<file path="config.mk">
export PLATFORM = sky130hd
export DESIGN_NAME = xofd_decoder
export DESIGN_NICKNAME = d
export VERILOG_FILES = /design/src/verilog/xofd_decoder.v
export VERILOG_INCLUDE_DIRS = /design/src /design/src/inc
export SDC_FILE = /design/constraint.sdc
export NUM_CORES = 1
export LEC_CHECK = 0
export BUFFER_PORTS_ARGS = -buffer_cell sky130_fd_sc_hd__clkbuf_2
export CAP_MARGIN = 0
export CORE_MARGIN = 2
export CORE_UTILIZATION = 45
export DETAILED_ROUTE_END_ITERATION = 16
export PLACE_DENSITY = 0.74
export RECOVER_POWER = 25
export SLEW_MARGIN = 20
export SYNTH_ARGS = -nofsm -noshare
export SYNTH_HDL_FRONTEND = slang
export SYNTH_SLANG_ARGS = --single-unit
</file>
<file path="constraint.sdc">
create_clock -name core_clk -period 0.8 [get_ports core_clk]
set_input_delay 0.08 -clock core_clk [delete_from_list [all_inputs] [get_ports core_clk]]
set_output_delay 0.08 -clock core_clk [all_outputs]
set_load 0.01 [all_outputs]
</file>
<file path="src/inc/xofd_defs.vh">
// constants for the operand field decoder
`ifndef XOFD_DEFS_VH
`define XOFD_DEFS_VH
// operand / register sizes
`define XOFD_SZ_NONE 2'h0
`define XOFD_SZ_8 2'h1
`define XOFD_SZ_16 2'h2
`define XOFD_SZ_32 2'h3
// displacement / immediate lengths
`define XOFD_LEN_0 2'h0
`define XOFD_LEN_8 2'h1
`define XOFD_LEN_16 2'h2
`define XOFD_LEN_32 2'h3
// addressing field positions
`define XOFD_MOD_HI 7
`define XOFD_MOD_LO 6
`define XOFD_REG_HI 5
`define XOFD_REG_LO 3
`define XOFD_RM_HI 2
`define XOFD_RM_LO 0
// mod codes
`define XOFD_MOD_NODISP 2'h0
`define XOFD_MOD_DISP8 2'h1
`define XOFD_MOD_DISPW 2'h2
`define XOFD_MOD_REG 2'h3
// special r/m codes
`define XOFD_RM16_DIRECT 3'h6
`define XOFD_RM32_DIRECT 3'h5
`define XOFD_RM32_SIB 3'h4
// general register codes
`define XOFD_GR_BX 3'h3
`define XOFD_GR_BP 3'h5
`define XOFD_GR_SI 3'h6
`define XOFD_GR_DI 3'h7
// special register classes
`define XOFD_CLS_CTRL 2'h0
`define XOFD_CLS_DBG 2'h1
`define XOFD_CLS_TEST 2'h2
// reset value of all outputs
`define XOFD_RST_1 1'h0
`define XOFD_RST_3 3'h0
`define XOFD_RST_2 2'h0
`endif

</file>
<file path="src/verilog/xofd_decoder.v">
// operand field decoder: mod r/m, reg, immediate and special registers
`timescale 1ns/10ps
`default_nettype none
// Contract
// - s bit selects sign-extended 8-bit immediate
// - special MOV uses 3-bit select per class
// - select codes map to CR, DR, TR
// - unlisted select codes flagged invalid
// - mod and r/m pick addressing; fixed none
// - 16-bit forms, r/m 110 direct d16
// - 16-bit BP forms use stack segment
// - 32-bit base from r/m, 101 direct
// - 32-bit disp 8 for 01, 32 for 10
// - 32-bit r/m 100 expects sib byte
// - mod 11 selects register by width bit
// - reg field uses same width rules
// - no width bit gives full-size register
// - width bit 0 means 8-bit operand
// - direction bit picks source operand
`include "xofd_defs.vh"
module xofd_decoder (
	// clock and reset
	input wire core_clk,
	input wire resetn,
	// request from prefetch
	input wire in_valid,
	input wire [7:0] modrm,
	input wire has_modrm,
	input wire op32,
	input wire addr32,
	input wire w_present,
	input wire w_bit,
	input wire d_bit,
	input wire s_bit,
	input wire has_imm,
	input wire spec_mov,
	input wire [1:0] spec_class,
	// decoded result
	output reg out_valid,
	output reg rm_is_reg,
	output reg [2:0] rm_reg,
	output reg [1:0] rm_size,
	output reg [2:0] reg_sel,
	output reg [1:0] reg_size,
	output reg [1:0] op_size,
	output reg base_valid,
	output reg [2:0] base_reg,
	output reg index_valid,
	output reg [2:0] index_reg,
	output reg direct_addr,
	output reg seg_stack,
	output reg sib_expected,
	output reg [1:0] disp_len,
	output reg [1:0] imm_len,
	output reg imm_sext,
	output reg src_is_rm,
	output reg spec_valid,
	output reg [2:0] spec_num,
	output reg spec_invalid
);

// size of a general register selection
function [1:0] gr_size;
	input wp;
	input w;
	input o32;
	begin
		if (wp && !w) begin
			gr_size = `XOFD_SZ_8;
		end else if (o32) begin
			gr_size = `XOFD_SZ_32;
		end else begin
			gr_size = `XOFD_SZ_16;
		end
	end
endfunction

// validity of a special register select code
function spec_ok;
	input [1:0] cls;
	input [2:0] code;
	begin
		case (cls)
			`XOFD_CLS_CTRL: begin
				spec_ok = (code == 3'h0) || (code == 3'h2) ||
					(code == 3'h3) || (code == 3'h4);
			end
			`XOFD_CLS_DBG: begin
				spec_ok = (code != 3'h4) && (code != 3'h5);
			end
			`XOFD_CLS_TEST: begin
				spec_ok = (code >= 3'h3);
			end
			default: begin
				spec_ok = 1'b0;
			end
		endcase
	end
endfunction

// field split
wire [1:0] f_mod;
wire [2:0] f_reg;
wire [2:0] f_rm;
assign f_mod = modrm[`XOFD_MOD_HI:`XOFD_MOD_LO];
assign f_reg = modrm[`XOFD_REG_HI:`XOFD_REG_LO];
assign f_rm = modrm[`XOFD_RM_HI:`XOFD_RM_LO];

// next-state values
reg rm_is_reg_d;
reg [2:0] rm_reg_d;
reg [1:0] rm_size_d;
reg [2:0] reg_sel_d;
reg [1:0] reg_size_d;
reg [1:0] op_size_d;
reg base_valid_d;
reg [2:0] base_reg_d;
reg index_valid_d;
reg [2:0] index_reg_d;
reg direct_addr_d;
reg seg_stack_d;
reg sib_expected_d;
reg [1:0] disp_len_d;
reg [1:0] imm_len_d;
reg imm_sext_d;
reg src_is_rm_d;
reg spec_valid_d;
reg [2:0] spec_num_d;
reg spec_invalid_d;
reg mem_form;

always @* begin
	rm_is_reg_d = 1'b0;
	rm_reg_d = `XOFD_RST_3;
	rm_size_d = `XOFD_SZ_NONE;
	base_valid_d = 1'b0;
	base_reg_d = `XOFD_RST_3;
	index_valid_d = 1'b0;
	index_reg_d = `XOFD_RST_3;
	direct_addr_d = 1'b0;
	seg_stack_d = 1'b0;
	sib_expected_d = 1'b0;
	disp_len_d = `XOFD_LEN_0;
	mem_form = has_modrm && (f_mod != `XOFD_MOD_REG);
	op_size_d = gr_size(w_present, w_bit, op32);
	// reg field, always decoded when a mod r/m byte is present
	reg_sel_d = f_reg;
	reg_size_d = has_modrm ? gr_size(w_present, w_bit, op32) : `XOFD_SZ_NONE;
	// register operand form
	if (has_modrm && (f_mod == `XOFD_MOD_REG)) begin
		rm_is_reg_d = 1'b1;
		rm_reg_d = f_rm;
		rm_size_d = gr_size(w_present, w_bit, op32);
	end
	// memory forms, 16-bit addressing
	if (mem_form && !addr32) begin
		if ((f_mod == `XOFD_MOD_NODISP) && (f_rm == `XOFD_RM16_DIRECT)) begin
			direct_addr_d = 1'b1;
			disp_len_d = `XOFD_LEN_16;
		end else begin
			case (f_rm)
				3'h0: begin
					base_valid_d = 1'b1;
					base_reg_d = `XOFD_GR_BX;
					index_valid_d = 1'b1;
					index_reg_d = `XOFD_GR_SI;
				end
				3'h1: begin
					base_valid_d = 1'b1;
					base_reg_d = `XOFD_GR_BX;
					index_valid_d = 1'b1;
					index_reg_d = `XOFD_GR_DI;
				end
				3'h2: begin
					base_valid_d = 1'b1;
					base_reg_d = `XOFD_GR_BP;
					index_valid_d = 1'b1;
					index_reg_d = `XOFD_GR_SI;
				end
				3'h3: begin
					base_valid_d = 1'b1;
					base_reg_d = `XOFD_GR_BP;
					index_valid_d = 1'b1;
					index_reg_d = `XOFD_GR_DI;
				end
				3'h4: begin
					index_valid_d = 1'b1;
					index_reg_d = `XOFD_GR_SI;
				end
				3'h5: begin
					index_valid_d = 1'b1;
					index_reg_d = `XOFD_GR_DI;
				end
				3'h6: begin
					base_valid_d = 1'b1;
					base_reg_d = `XOFD_GR_BP;
				end
				default: begin
					base_valid_d = 1'b1;
					base_reg_d = `XOFD_GR_BX;
				end
			endcase
			// any BP base defaults to the stack segment
			seg_stack_d = base_valid_d && (base_reg_d == `XOFD_GR_BP);
			if (f_mod == `XOFD_MOD_DISP8) begin
				disp_len_d = `XOFD_LEN_8;
			end else if (f_mod == `XOFD_MOD_DISPW) begin
				disp_len_d = `XOFD_LEN_16;
			end
		end
	end
	// memory forms, 32-bit addressing
	if (mem_form && addr32) begin
		if ((f_mod == `XOFD_MOD_NODISP) && (f_rm == `XOFD_RM32_DIRECT)) begin
			direct_addr_d = 1'b1;
			disp_len_d = `XOFD_LEN_32;
		end else begin
			if (f_rm == `XOFD_RM32_SIB) begin
				sib_expected_d = 1'b1;
			end else begin
				base_valid_d = 1'b1;
				base_reg_d = f_rm;
				seg_stack_d = (f_rm == `XOFD_GR_BP);
			end
			if (f_mod == `XOFD_MOD_DISP8) begin
				disp_len_d = `XOFD_LEN_8;
			end else if (f_mod == `XOFD_MOD_DISPW) begin
				disp_len_d = `XOFD_LEN_32;
			end
		end
	end
end

// immediate, direction and special register decode
always @* begin
	imm_len_d = `XOFD_LEN_0;
	imm_sext_d = 1'b0;
	if (has_imm) begin
		if (s_bit) begin
			imm_len_d = `XOFD_LEN_8;
			imm_sext_d = 1'b1;
		end else if (w_present && !w_bit) begin
			imm_len_d = `XOFD_LEN_8;
		end else if (op32) begin
			imm_len_d = `XOFD_LEN_32;
		end else begin
			imm_len_d = `XOFD_LEN_16;
		end
	end
	src_is_rm_d = d_bit;
	spec_valid_d = 1'b0;
	spec_num_d = `XOFD_RST_3;
	spec_invalid_d = 1'b0;
	if (spec_mov) begin
		if (spec_ok(spec_class, f_reg)) begin
			spec_valid_d = 1'b1;
			spec_num_d = f_reg;
		end else begin
			spec_invalid_d = 1'b1;
		end
	end
end

// result register, one cycle after the request
always @(posedge core_clk or negedge resetn) begin
	if (!resetn) begin
		out_valid <= `XOFD_RST_1;
		rm_is_reg <= `XOFD_RST_1;
		rm_reg <= `XOFD_RST_3;
		rm_size <= `XOFD_RST_2;
		reg_sel <= `XOFD_RST_3;
		reg_size <= `XOFD_RST_2;
		op_size <= `XOFD_RST_2;
		base_valid <= `XOFD_RST_1;
		base_reg <= `XOFD_RST_3;
		index_valid <= `XOFD_RST_1;
		index_reg <= `XOFD_RST_3;
		direct_addr <= `XOFD_RST_1;
		seg_stack <= `XOFD_RST_1;
		sib_expected <= `XOFD_RST_1;
		disp_len <= `XOFD_RST_2;
		imm_len <= `XOFD_RST_2;
		imm_sext <= `XOFD_RST_1;
		src_is_rm <= `XOFD_RST_1;
		spec_valid <= `XOFD_RST_1;
		spec_num <= `XOFD_RST_3;
		spec_invalid <= `XOFD_RST_1;
	end else begin
		out_valid <= in_valid;
		if (in_valid) begin
			rm_is_reg <= rm_is_reg_d;
			rm_reg <= rm_reg_d;
			rm_size <= rm_size_d;
			reg_sel <= reg_sel_d;
			reg_size <= reg_size_d;
			op_size <= op_size_d;
			base_valid <= base_valid_d;
			base_reg <= base_reg_d;
			index_valid <= index_valid_d;
			index_reg <= index_reg_d;
			direct_addr <= direct_addr_d;
			seg_stack <= seg_stack_d;
			sib_expected <= sib_expected_d;
			disp_len <= disp_len_d;
			imm_len <= imm_len_d;
			imm_sext <= imm_sext_d;
			src_is_rm <= src_is_rm_d;
			spec_valid <= spec_valid_d;
			spec_num <= spec_num_d;
			spec_invalid <= spec_invalid_d;
		end
	end
end

endmodule // xofd_decoder
`default_nettype wire

</file>
# Word-level counts from Yosys, hierarchy flattened
# Index checks and enable logic that the tools add are counted.
# op_classes
order_cmp	1
eq_ne	18
n_reduce_logical	23
mux	60
# op_table
op	n
$mux 3	12
$mux 1	32
$mux 2	13
$eq 3x3->1 const B	5
$eq 3x2->1 const B	4
$pmux 3 s2	2
$logic_and 1x1->1	9
$reduce_or 3->1	3
$eq 2x2->1 const B	3
$logic_not 3->1	2
$ne 3x3->1 const B	2
$reduce_or 6->1	1
$eq 2x1->1 const B	2
$logic_not 2->1	2
$eq 3x1->1 const B	1
$ge 3x2->1 const B	1
$logic_or 1x1->1	3
$pmux 1 s3	1
$logic_not 1->1	2
$ne 2x2->1 const B	1
$reduce_or 2->1	1
# totals
elab_cells	123
register_bits	36

# Longest topological paths before layout
# Gate-level depths: netlist of the first run.
# logic_depth
ltp_word	12
ltp_mapped	6

# Worst setup path before layout of the first run
# OpenSTA, ideal clock, no wires.
# synth_timing
path_type	input to register
from	input modrm[6]
to	register index_reg[0]
arrival_ns	0.976
path_stages	5
setup_slack_ns	-0.254
path_buffers	0
path_cell_list	ha_1 and2b_2 nand2_4 a211o_1 o2bb2ai_1
# synth_between
elab_chain_cells	4
# synth_rtl
element	line	text
start: declaration	xofd_decoder.v:27	input wire [7:0] modrm,
$logic_not 2->1 (no source line) / $ne 2x2->1 (equally long branches)	n/a	
$logic_and 1x1->1, on equally long branches	xofd_decoder.v:157, xofd_decoder.v:144	
$mux 3 / $logic_and 1x1->1 (equally long branches)	xofd_decoder.v:157, xofd_decoder.v:156	
$mux 3 (*)	xofd_decoder.v:156	if (mem_form && !addr32) begin
end signal: assignment	xofd_decoder.v:277	index_reg <= `XOFD_RST_3;
end signal: assignment	xofd_decoder.v:300	index_reg <= index_reg_d;
end: declaration	xofd_decoder.v:49	output reg [2:0] index_reg,
# Every way passes the cells marked *; elsewhere a longest branch is shown, timed or not.
# A chain may end at the register's enable or synchronous reset.

# Worst setup path in the final report of the first run
# layout_timing
from	register index_reg[1]
to	output index_reg[1]
# No word-level cell between the ends.

==> flow_summary_export.csv, run 1 <==
group,metric,value,unit
logic_synthesis,synth_common_cells,"dfrtp_1 (35), inv_1 (16), o21ai_0 (15), o2bb2ai_1 (15), nand2_1 (12)",
cells_and_area,synthToLayoutAreaGrowth,50.5,%
timing,min_period,0.893,ns
logic_synthesis,syn-cell-area,1740,um^2
routing,drt_iter0_drc,83,
worst_setup_path,cp-end-kind,"output pin",
worst_setup_path,worstReg2RegStart,"rm_reg[2]",
logic_synthesis,synthDominantCellAreaShare,50.2,%
worst_setup_path,cp_max_fo,3,
logic_synthesis,synth-compound-area-share,22.0,%
floorplan,die_w,66.3,um
clock_network,cts_buffer_depth,2,
logic_synthesis,yosysSeqAreaShare,50.2,%
routing,via_count,1655,
cells_and_area,fin_cells,327,
worst_setup_path,cp_num_cells,1,
logic_synthesis,async_reset_ff_share,100,%
routing,wirelength,4.39,mm
clock_network,cts_tree,"yes",
logic_synthesis,yosys.area.top_type,"dfrtp_1",
worst_setup_path,crit_chain,"clkbuf_2",
timing,maxSlewViolCount,0,
floorplan,start_util,47.3,%
grt,grt_max_degree,36,
worst_setup_path,cpPeakStageDelay,0.40,ns
pwr,power.total,0.00414,W
cells_and_area,drive_gt1_share,48.4,%
floorplan,die_area,4390,um^2
logic_synthesis,synth-simple-area-share,13.3,%
clock_network,clock_latency,0.28,ns
floorplan,fp.dieH,66.3,um
pwr,power_density,1580,nW/um^2
logic_synthesis,synth-adder-area-share,2.87,%
status,status,"finished, violations left",
timing,finalCritPeriodShare,112,%
cells_and_area,finalNetCount,304,
logic_synthesis,synth_area_leaders,"dfrtp_1 (50%), o2bb2ai_1 (7.5%), o21ai_0 (4.3%)",
logic_synthesis,ys_seq_elements,35,
floorplan,design.core.area,3690,um^2
timing,rsz0062_at_grt,"yes",
timing,setup_viol,39,
run,maxCapViolCount,0,
worst_setup_path,worstPathArrival,0.81,ns
routing,postRouteAntennaNets,0,
pwr,vdd.ir_drop.worst,0.838,mV
logic_synthesis,synth_mux_area_share,2.58,%
timing,fin_setup_tns,-2.50,ns
clock_network,cts_made_buffers,5,
routing,drt_first_pass_iters,4,
logic_synthesis,synth_cell_types,41,
placement,gp_congestion,0.880,
worst_setup_path,rrSetupSlack,-0.02,ns
timing,final_hold_viol_count,0,
status,violations,"negative setup slack",
worst_setup_path,r2r_cells,3,
pwr,p_leak,1.33,nW
grt,grt_pass1_wl,7.45,mm
routing,avgRoutedWirePerCell,13.4,um
clock_network,htree_levels,2,
worst_setup_path,r2r-end,"rm_reg[2]",
placement,place_inst,298,
logic_synthesis,synth_top_family_by_area,"compound AO/OA/AOI/OAI gates",
grt,track_usage,22.6,%
logic_synthesis,synth.most_common_cell,"dfrtp_1",
logic_synthesis,synthesis.nets,197,
cells_and_area,fillers,309,
cells_and_area,utilization,71.2,%
timing,worst_slew_margin_rel,71.9,%
grt,antenna_found_initial,0,
placement,postPlaceCellArea,2320,um^2
clock_network,cts_root_buf,"clkbuf_8",
timing,worstMarginPinSlew,0.420,ns
logic_synthesis,synthCells,171,
clock_network,clk_pin_slew_worst_paths,0.07,ns
timing,clock_skew,0,ns
floorplan,rows,22,
grt,grt_pass1_vias,1628,
worst_setup_path,path_delay_family,"flip-flops",
worst_setup_path,required,0.72,ns
worst_setup_path,criticalPathCategory,"flip-flop to output pin",
hold_path,hold_class,"input port to flip-flop",
worst_setup_path,crit_end,"index_reg[1]",
cells_and_area,final_area,2630,um^2
logic_synthesis,ys_warn_count,0,
timing,clock.fmax,1120,MHz
routing,viasPerCell,5.06,
worst_setup_path,critPathLaunch,"index_reg[1]",
worst_setup_path,crit_slowest_cell,"dfrtp_1",
clock_network,clkSinkCount,35,
floorplan,io_pins,58,
logic_synthesis,synthFlopType,"dfrtp_1",
cells_and_area,n_antenna_cell,0,
placement,hpwl,3.18,mm
logic_synthesis,synth_edf_count,0,
routing,drc,0,
worst_setup_path,crit_buf_inv,1,
placement,io_buffer_count,57,
logic_synthesis,yosys.area_share.xor_xnor,0.502,%
worst_setup_path,startpoint_type,"flip-flop",
timing,fin_ws,-0.0926,ns
grt,grt-ovfl-total,0,
logic_synthesis,syn_avg_cell_area,10.2,um^2
layout make-up:
type                            count  area [um^2]  area share [%]
Tap cell                           48         60.1            2.29
Clock inverter                      1         5.00           0.191
Clock buffer                        7         76.3            2.91
Timing Repair Buffer              112          768            29.3
Inverter                           16         60.1            2.29
Multi-Input combinational cell    108          779            29.7
Sequential cell                    35          876            33.4
per-stage QoR:
| step | worst slack, ns | hold WS, ns |
|---|---|---|
| after floorplan | -0.211 | -0.216 |
| after global placement | -0.334 | 0.0585 |
| after detailed placement | -0.374 | 0.0571 |
| after CTS | -0.104 | 0.0143 |
| after global routing | -0.124 | 0.0287 |
| final | -0.0926 | 0.0296 |
worst min-delay path by stage:
stage          slack [ns]  cells past startpoint   start          end
2_1_floorplan       -0.22                      0  resetn  base_reg[0]
3_3_place_gp         0.06                      2  resetn    src_is_rm
3_5_place_dp         0.06                      2  resetn  disp_len[0]
4_1_cts              0.01                      2   s_bit   imm_len[1]
5_1_grt              0.03                      2   s_bit   imm_len[1]
6_report             0.03                      2   s_bit   imm_len[1]
logic make-up after synthesis:
| family | count (synthesis) |
|---|---|
| flip-flops | 35 |
| AND/OR/NAND/NOR | 44 |
| XOR/XNOR | 1 |
| AO/OA/AOI/OAI | 55 |
| buffers and inverters | 28 |
| adder cells (fa/ha/maj) | 4 |
| multiplexers | 4 |
per-layer routing:
| metal | vias to the layer above | track usage (%) | part of all wire [%] | wire (um) |
|---|---|---|---|---|
| met1 | 787 | 29.1 | 43 | 1900 |
| li1 | 819 | - | - | - |
| met5 | - | 0 | 0 | 0 |
| met3 | 7 | 4.26 | 4.3 | 187 |
| met2 | 42 | 38.4 | 51 | 2230 |
| met4 | 0 | 6.89 | 1.7 | 73 |
power by group:
group | switching, W | internal, W | leakage, nW
Clock | 0.000604 | 0.000611 | 0.0422
Combinational | 0.000470 | 0.000495 | 0.832
Sequential | 0.0000652 | 0.00189 | 0.452
repair_timing:
| action | in CTS | in global routing |
|---|---|---|
| gates resized for setup | 3 | 16 |
| pin swaps | 1 | 1 |
| setup buffers | 16 | 4 |
| hold endpoints to repair | 35 | 0 |
| hold buffers | 1 | 0 |
| endpoints found under the setup margin | 41 | 45 |
placed cells by master (no fill, tap or decap), types with 2 or more instances in the layout:
| master | count |
|---|---|
| mux2_2 | 4 |
| ha_4 | 2 |
| o21ai_0 | 13 |
| nand4b_1 | 2 |
| buf_12 | 2 |
| nor2_1 | 8 |
| buf_6 | 5 |
| nand3_1 | 3 |
| o21ai_2 | 2 |
| clkbuf_1 | 3 |
| o21ai_1 | 2 |
| inv_1 | 14 |
| buf_8 | 2 |
| a21oi_1 | 7 |
| dfrtp_1 | 35 |
| nand2_1 | 11 |
| clkbuf_2 | 52 |
| o211ai_1 | 3 |
| nor3_1 | 4 |
| nand2b_1 | 3 |
| o2bb2ai_1 | 12 |
| o21bai_1 | 2 |
| buf_4 | 49 |
| ha_1 | 2 |
| o2bb2ai_2 | 3 |
| nand4_1 | 2 |
| clkbuf_8 | 5 |
| nor2b_1 | 4 |
| inv_2 | 2 |
Power figures use the tool's default switching activity.
==> run 2, diff against run 1 <==
==> constraint.sdc (replaced) <==
create_clock -name core_clk -period 0.8 [get_ports core_clk]
set_input_delay 0.04 -clock core_clk [delete_from_list [all_inputs] [get_ports core_clk]]
set_output_delay 0.04 -clock core_clk [all_outputs]
set_load 0.01 [all_outputs]
==> run 2 against run 1 <==
Against the previous run:
- the flow finishes with violations (negative hold slack, negative setup slack)
- global-route usage is 0.97 points lower
- via count is 0.60% lower
- first-iteration DRC count is 39% higher
- flip-flop and latch count stayed put
- final cell count is 0.61% higher
- critical path depth stayed put
- critical endpoint is now reg_size[1]
==> flow_summary_export.csv, run 2 (synthesis gave the netlist of run 1 again) <==
group,metric,value,unit
timing,worstMarginPinSlew,0.450,ns
grt,grt-ovfl-total,0,
placement,gp_congestion,0.809,
routing,wirelength_met1,1.99,mm
floorplan,rows,22,
timing,final_hold_viol_count,1,
hold_path,hold_class,"input port to flip-flop",
floorplan,start_util,47.3,%
cells_and_area,layout_commonest_cell,"clkbuf_2",
worst_setup_path,startpoint_type,"flip-flop",
pwr,p_leak,1.34,nW
clock_network,clk_pin_slew_worst_paths,0.08,ns
routing,wl_met2,2.20,mm
clock_network,cts_tree,"yes",
worst_setup_path,worstReg2RegStart,"spec_num[2]",
worst_setup_path,cp_max_fo,2,
placement,place_inst,299,
worst_setup_path,worstPathArrival,0.83,ns
cells_and_area,drive_gt1_share,46.6,%
worst_setup_path,criticalPathCategory,"flip-flop to output pin",
placement,io_buffer_count,57,
worst_setup_path,cp-end-kind,"output pin",
timing,maxSlewViolCount,0,
timing,worst_slew_margin_rel,70.0,%
cells_and_area,finalNetCount,306,
clock_network,clock_latency,0.29,ns
timing,min_period,0.871,ns
grt,grt_pass1_vias,1541,
status,violations,"negative hold slack, negative setup slack",
cells_and_area,fin_cells,329,
timing,fin_ws,-0.0706,ns
worst_setup_path,cpPeakStageDelay,0.41,ns
routing,avgRoutedWirePerCell,13.4,um
clock_network,htree_levels,2,
clock_network,cts_made_buffers,5,
clock_network,cts_root_buf,"clkbuf_8",
routing,drt_first_pass_iters,4,
timing,setup_viol,37,
floorplan,die_w,66.3,um
grt,grt_max_degree,36,
grt,grt_pass1_wl,7.09,mm
worst_setup_path,required,0.76,ns
grt,track_usage,21.6,%
status,status,"finished, violations left",
floorplan,design.core.area,3690,um^2
placement,hpwl,3.09,mm
clock_network,cts_buffer_depth,2,
run,maxCapViolCount,0,
floorplan,die_area,4390,um^2
cells_and_area,n_antenna_cell,0,
grt,antenna_found_initial,0,
routing,met3_length,186,um
worst_setup_path,crit_slowest_cell,"dfrtp_1",
routing,topRoutingLayerUsed,"met4",
routing,drt_iter0_drc,115,
timing,whs,-0.0442,ns
timing,rsz0062_at_grt,"yes",
timing,clock_skew,0,ns
floorplan,io_pins,58,
cells_and_area,layout_common_cells,"clkbuf_2 (55), buf_4 (52), dfrtp_1 (35)",
cells_and_area,fillers,297,
worst_setup_path,crit_buf_inv,1,
timing,clock.fmax,1150,MHz
routing,via_count,1645,
timing,finalCritPeriodShare,109,%
routing,postRouteAntennaNets,0,
hold_path,holdCritStartpoint,"s_bit",
routing,viasPerCell,5.00,
clock_network,clkSinkCount,35,
routing,drc,0,
floorplan,fp.dieH,66.3,um
cells_and_area,utilization,71.1,%
cells_and_area,synthToLayoutAreaGrowth,50.4,%
worst_setup_path,path_delay_family,"flip-flops",
worst_setup_path,critPathLaunch,"reg_size[1]",
pwr,power_density,1710,nW/um^2
routing,wirelength,4.42,mm
worst_setup_path,crit_chain,"clkbuf_2",
pwr,vdd.ir_drop.worst,1.08,mV
==> run 2: changes by cell type in the layout (fill, tap and decap cells not counted), sizes merged <==
cell	previous run	this run
buf	58	57
bufinv	0	1
clkinv	1	2
dlygate4sd3	1	2
==> run 2: where the power goes <==
part	switching, W	internal (W)
Sequential	0.0000694	0.00189
Clock	0.000664	0.000928
Combinational	0.000457	0.000478
==> run 2: routing by layer <==
metal	vias to the layer above	global-route usage, %
met5	-	0
met4	0	6.63
met3	5	5.28
met2	39	34.4
met1	785	29.1
li1	816	-
==> run 2: final cells by class <==
type | count | area (um^2) | share of cell area [%]
inverters | 16 | 62.6 | 2.39
well taps | 48 | 60.1 | 2.29
clock inverters | 3 | 43.8 | 1.67
clock buffers | 5 | 68.8 | 2.62
multi-input cells | 108 | 744 | 28.4
repair buffers | 114 | 767 | 29.2
flip-flops and latches | 35 | 876 | 33.4
==> run 2: per-stage QoR <==
step	total power (W)	instance area (um^2)	setup TNS (ns)	worst slack (ns)	hold WS, ns
3_3_place_gp	0.00280	2330	-4.47	-0.297	0.0194
2_1_floorplan	0.00238	1770	-0.578	-0.171	-0.256
4_1_cts	0.00445	2560	-1.63	-0.0784	-0.0458
5_1_grt	0.00470	2620	-2.75	-0.101	-0.0474
3_5_place_dp	0.00282	2330	-5.01	-0.345	0.0171
6_report	0.00449	2620	-1.45	-0.0706	-0.0442
==> run 2: timing repair <==
| action | 4_1_cts | 5_1_grt |
|---|---|---|
| hold buffers | 1 | 1 |
| hold endpoints to repair | 36 | 2 |
| resized for setup | 2 | 8 |
| buffers inserted | 12 | 8 |
| pin swaps | 3 | 2 |
| endpoints found under the setup margin | 40 | 44 |
| cloned | 0 | 0 |
==> run 2: path summary, 6_finish.rpt <==
kind                       depth (start not counted)      endpoint  slack [ns]
max in group asynchronous                          3  sib_expected        0.16
min in group asynchronous                          3   spec_num[1]        0.32
min reg2reg                                        1   disp_len[0]        0.49
min                                                2    imm_len[1]       -0.04
max                                                1   reg_size[1]       -0.07
max reg2reg                                        2   spec_num[2]       -0.01
==> run 3, diff against run 2 <==
Settings changed: CAP_MARGIN 0 to 20, PLACE_DENSITY 0.74 to 0.75.
==> run 3 against run 2 <==
Against the previous run:
- cell area increased by 0.48%
- worst hold slack improved by 0.0035 ns
- largest cell class unchanged
- maximum frequency fell by 1.1%
- combinational power is 0.5% higher
- the run still ends with negative hold slack, negative setup slack left
- clock power decreased by 13%
- clock skew unchanged
- final cell count up 0.91%
- die area unchanged
- core utilization up 0.34 points
- register-to-register slack about the same
==> flow_summary_export.csv, run 3 (synthesis gave the netlist of run 1 again) <==
group,metric,value,unit
routing,postRouteAntennaNets,0,
timing,worst_slew_margin_rel,72.1,%
pwr,p_leak,1.34,nW
floorplan,design.core.area,3690,um^2
worst_setup_path,cp_num_cells,1,
worst_setup_path,crit_buf_inv,1,
clock_network,cts_buffer_depth,2,
worst_setup_path,r2r-end,"spec_num[2]",
routing,met3_length,194,um
placement,pre_cts_slack,-0.314,ns
cells_and_area,layout_common_cells,"clkbuf_2 (53), buf_4 (53), dfrtp_1 (35)",
timing,clock.fmax,1140,MHz
floorplan,fp.dieH,66.3,um
routing,wl_met2,2.05,mm
clock_network,htree_levels,2,
pwr,switchingPower,0.00113,W
cells_and_area,synthToLayoutAreaGrowth,51.1,%
routing,wirelength,4.26,mm
grt,grt_max_degree,21,
clock_network,cts_root_buf,"clkbuf_8",
timing,rsz0062_at_grt,"yes",
pwr,p_sw_share,26.2,%
grt,track_usage,20.6,%
timing,min_period,0.880,ns
cells_and_area,drive_gt1_share,46.8,%
clock_network,cts_made_buffers,5,
routing,drt_iter0_drc,92,
pwr,pwr-share-seq,45.7,%
clock_network,clock_latency,0.29,ns
worst_setup_path,critPathLaunch,"rm_reg[0]",
worst_setup_path,rrSetupSlack,-0.01,ns
placement,io_buffer_count,57,
timing,whs,-0.0407,ns
grt,grt_pass1_wl,6.72,mm
clock_network,clkSinkCount,35,
timing,fin_ws,-0.0801,ns
worst_setup_path,worstPathArrival,0.84,ns
status,violations,"negative hold slack, negative setup slack",
routing,drt_first_pass_iters,4,
worst_setup_path,crit_chain,"clkbuf_2",
worst_setup_path,crit_slowest_cell,"dfrtp_1",
worst_setup_path,r2r_cells,2,
floorplan,io_pins,58,
clock_network,hold_buffers,2,
worst_setup_path,required,0.76,ns
cells_and_area,fillers,307,
clock_network,clk_pin_slew_worst_paths,0.07,ns
timing,setup_viol,37,
placement,hpwl,3.17,mm
routing,wirelength_met1,1.91,mm
floorplan,die_area,4390,um^2
floorplan,die_w,66.3,um
worst_setup_path,worstReg2RegStart,"spec_num[2]",
pwr,pwr-share-comb,21.9,%
grt,grt-ovfl-total,0,
routing,drc,0,
floorplan,rows,22,
routing,via_count,1684,
worst_setup_path,startpoint_type,"flip-flop",
run,maxCapViolCount,0,
timing,clock_skew,0,ns
cells_and_area,finalNetCount,309,
timing,finalCritPeriodShare,110,%
pwr,internal_power,0.00317,W
worst_setup_path,cp_max_fo,2,
pwr,pwr-share-clk,32.4,%
timing,maxSlewViolCount,0,
timing,fin_setup_tns,-1.42,ns
floorplan,start_util,47.3,%
routing,viasPerCell,5.07,
placement,gp_congestion,0.851,
pwr,power.total,0.00429,W
worst_setup_path,crit_end,"rm_reg[0]",
grt,antenna_found_initial,0,
worst_setup_path,criticalPathCategory,"flip-flop to output pin",
hold_path,hold_class,"input port to flip-flop",
pwr,vdd.ir_drop.worst,1.59,mV
routing,avgRoutedWirePerCell,12.8,um
cells_and_area,n_antenna_cell,0,
clock_network,cts_tree,"yes",
worst_setup_path,cp-end-kind,"output pin",
status,status,"finished, violations left",
routing,topRoutingLayerUsed,"met4",
worst_setup_path,cpPeakStageDelay,0.40,ns
worst_setup_path,path_delay_family,"flip-flops",
timing,final_hold_viol_count,1,
timing,worstMarginPinSlew,0.419,ns
pwr,power_density,1630,nW/um^2
grt,grt_pass1_vias,1561,
run 3: cell types whose count changed in the layout (fill, tap and decap cells not counted), moves of 2 or more:
cell / delta
buf_6: +5
clkbuf_1: +2
clkbuf_2: -2
clkbuf_8: +2
o21ai_0: +2
o21ai_1: -2
run 3: cell type report:
class                           instances  area, um^2  area share [%]
Inverter                               16        62.6            2.37
Timing Repair Buffer                  117         790            30.0
Sequential cell                        35         876            33.2
Tap cell                               48        60.1            2.28
Multi-Input combinational cell        108         747            28.3
Clock buffer                            8         100            3.80
run 3: worst min-delay path by stage:
stage	cells after the start	start	slack, ns	to
final	2	s_bit	-0.04	imm_len[1]
after floorplan	0	resetn	-0.26	base_reg[0]
after CTS	2	s_bit	-0.04	imm_len[1]
after global routing	2	s_bit	-0.05	imm_len[1]
after detailed placement	1	resetn	-0.07	src_is_rm
after global placement	1	resetn	-0.07	src_is_rm
run 3: power groups by stage:
| stage | Combinational (W) | Sequential [W] | Clock, W |
|---|---|---|---|
| 2_1_floorplan | 0.000331 | 0.00205 | 0 |
| 3_3_place_gp | 0.000808 | 0.00199 | 0 |
| 3_5_place_dp | 0.000823 | 0.00200 | 0 |
| 4_1_cts | 0.000899 | 0.00196 | 0.00142 |
| 5_1_grt | 0.00104 | 0.00197 | 0.00148 |
| 6_report | 0.000940 | 0.00196 | 0.00139 |
run 3: what timing repair did:
action	in CTS	in global routing
hold endpoints to repair	37	1
pin swaps	1	6
endpoints found under the setup margin	38	44
setup buffers	12	9
gates cloned	0	0
resized for setup	2	16
run 3: layer usage:
metal  global-route usage [%]  vias to the layer above
met4                     8.42                        0
met5                        0                        -
met3                     5.96                        9
li1                         -                      829
met1                     24.7                      812
met2                     34.4                       34
run 3: per-stage QoR:
| step | area, um^2 | util (%) | instances |
|---|---|---|---|
| 2_1_floorplan | 1770 | - | 171 |
| 3_3_place_gp | 2330 | 63.1 | 301 |
| 3_5_place_dp | 2330 | 63.1 | 301 |
| 4_1_cts | 2540 | 68.9 | 323 |
| 5_1_grt | 2640 | 71.4 | 332 |
| 6_report | 2640 | 71.4 | 332 |
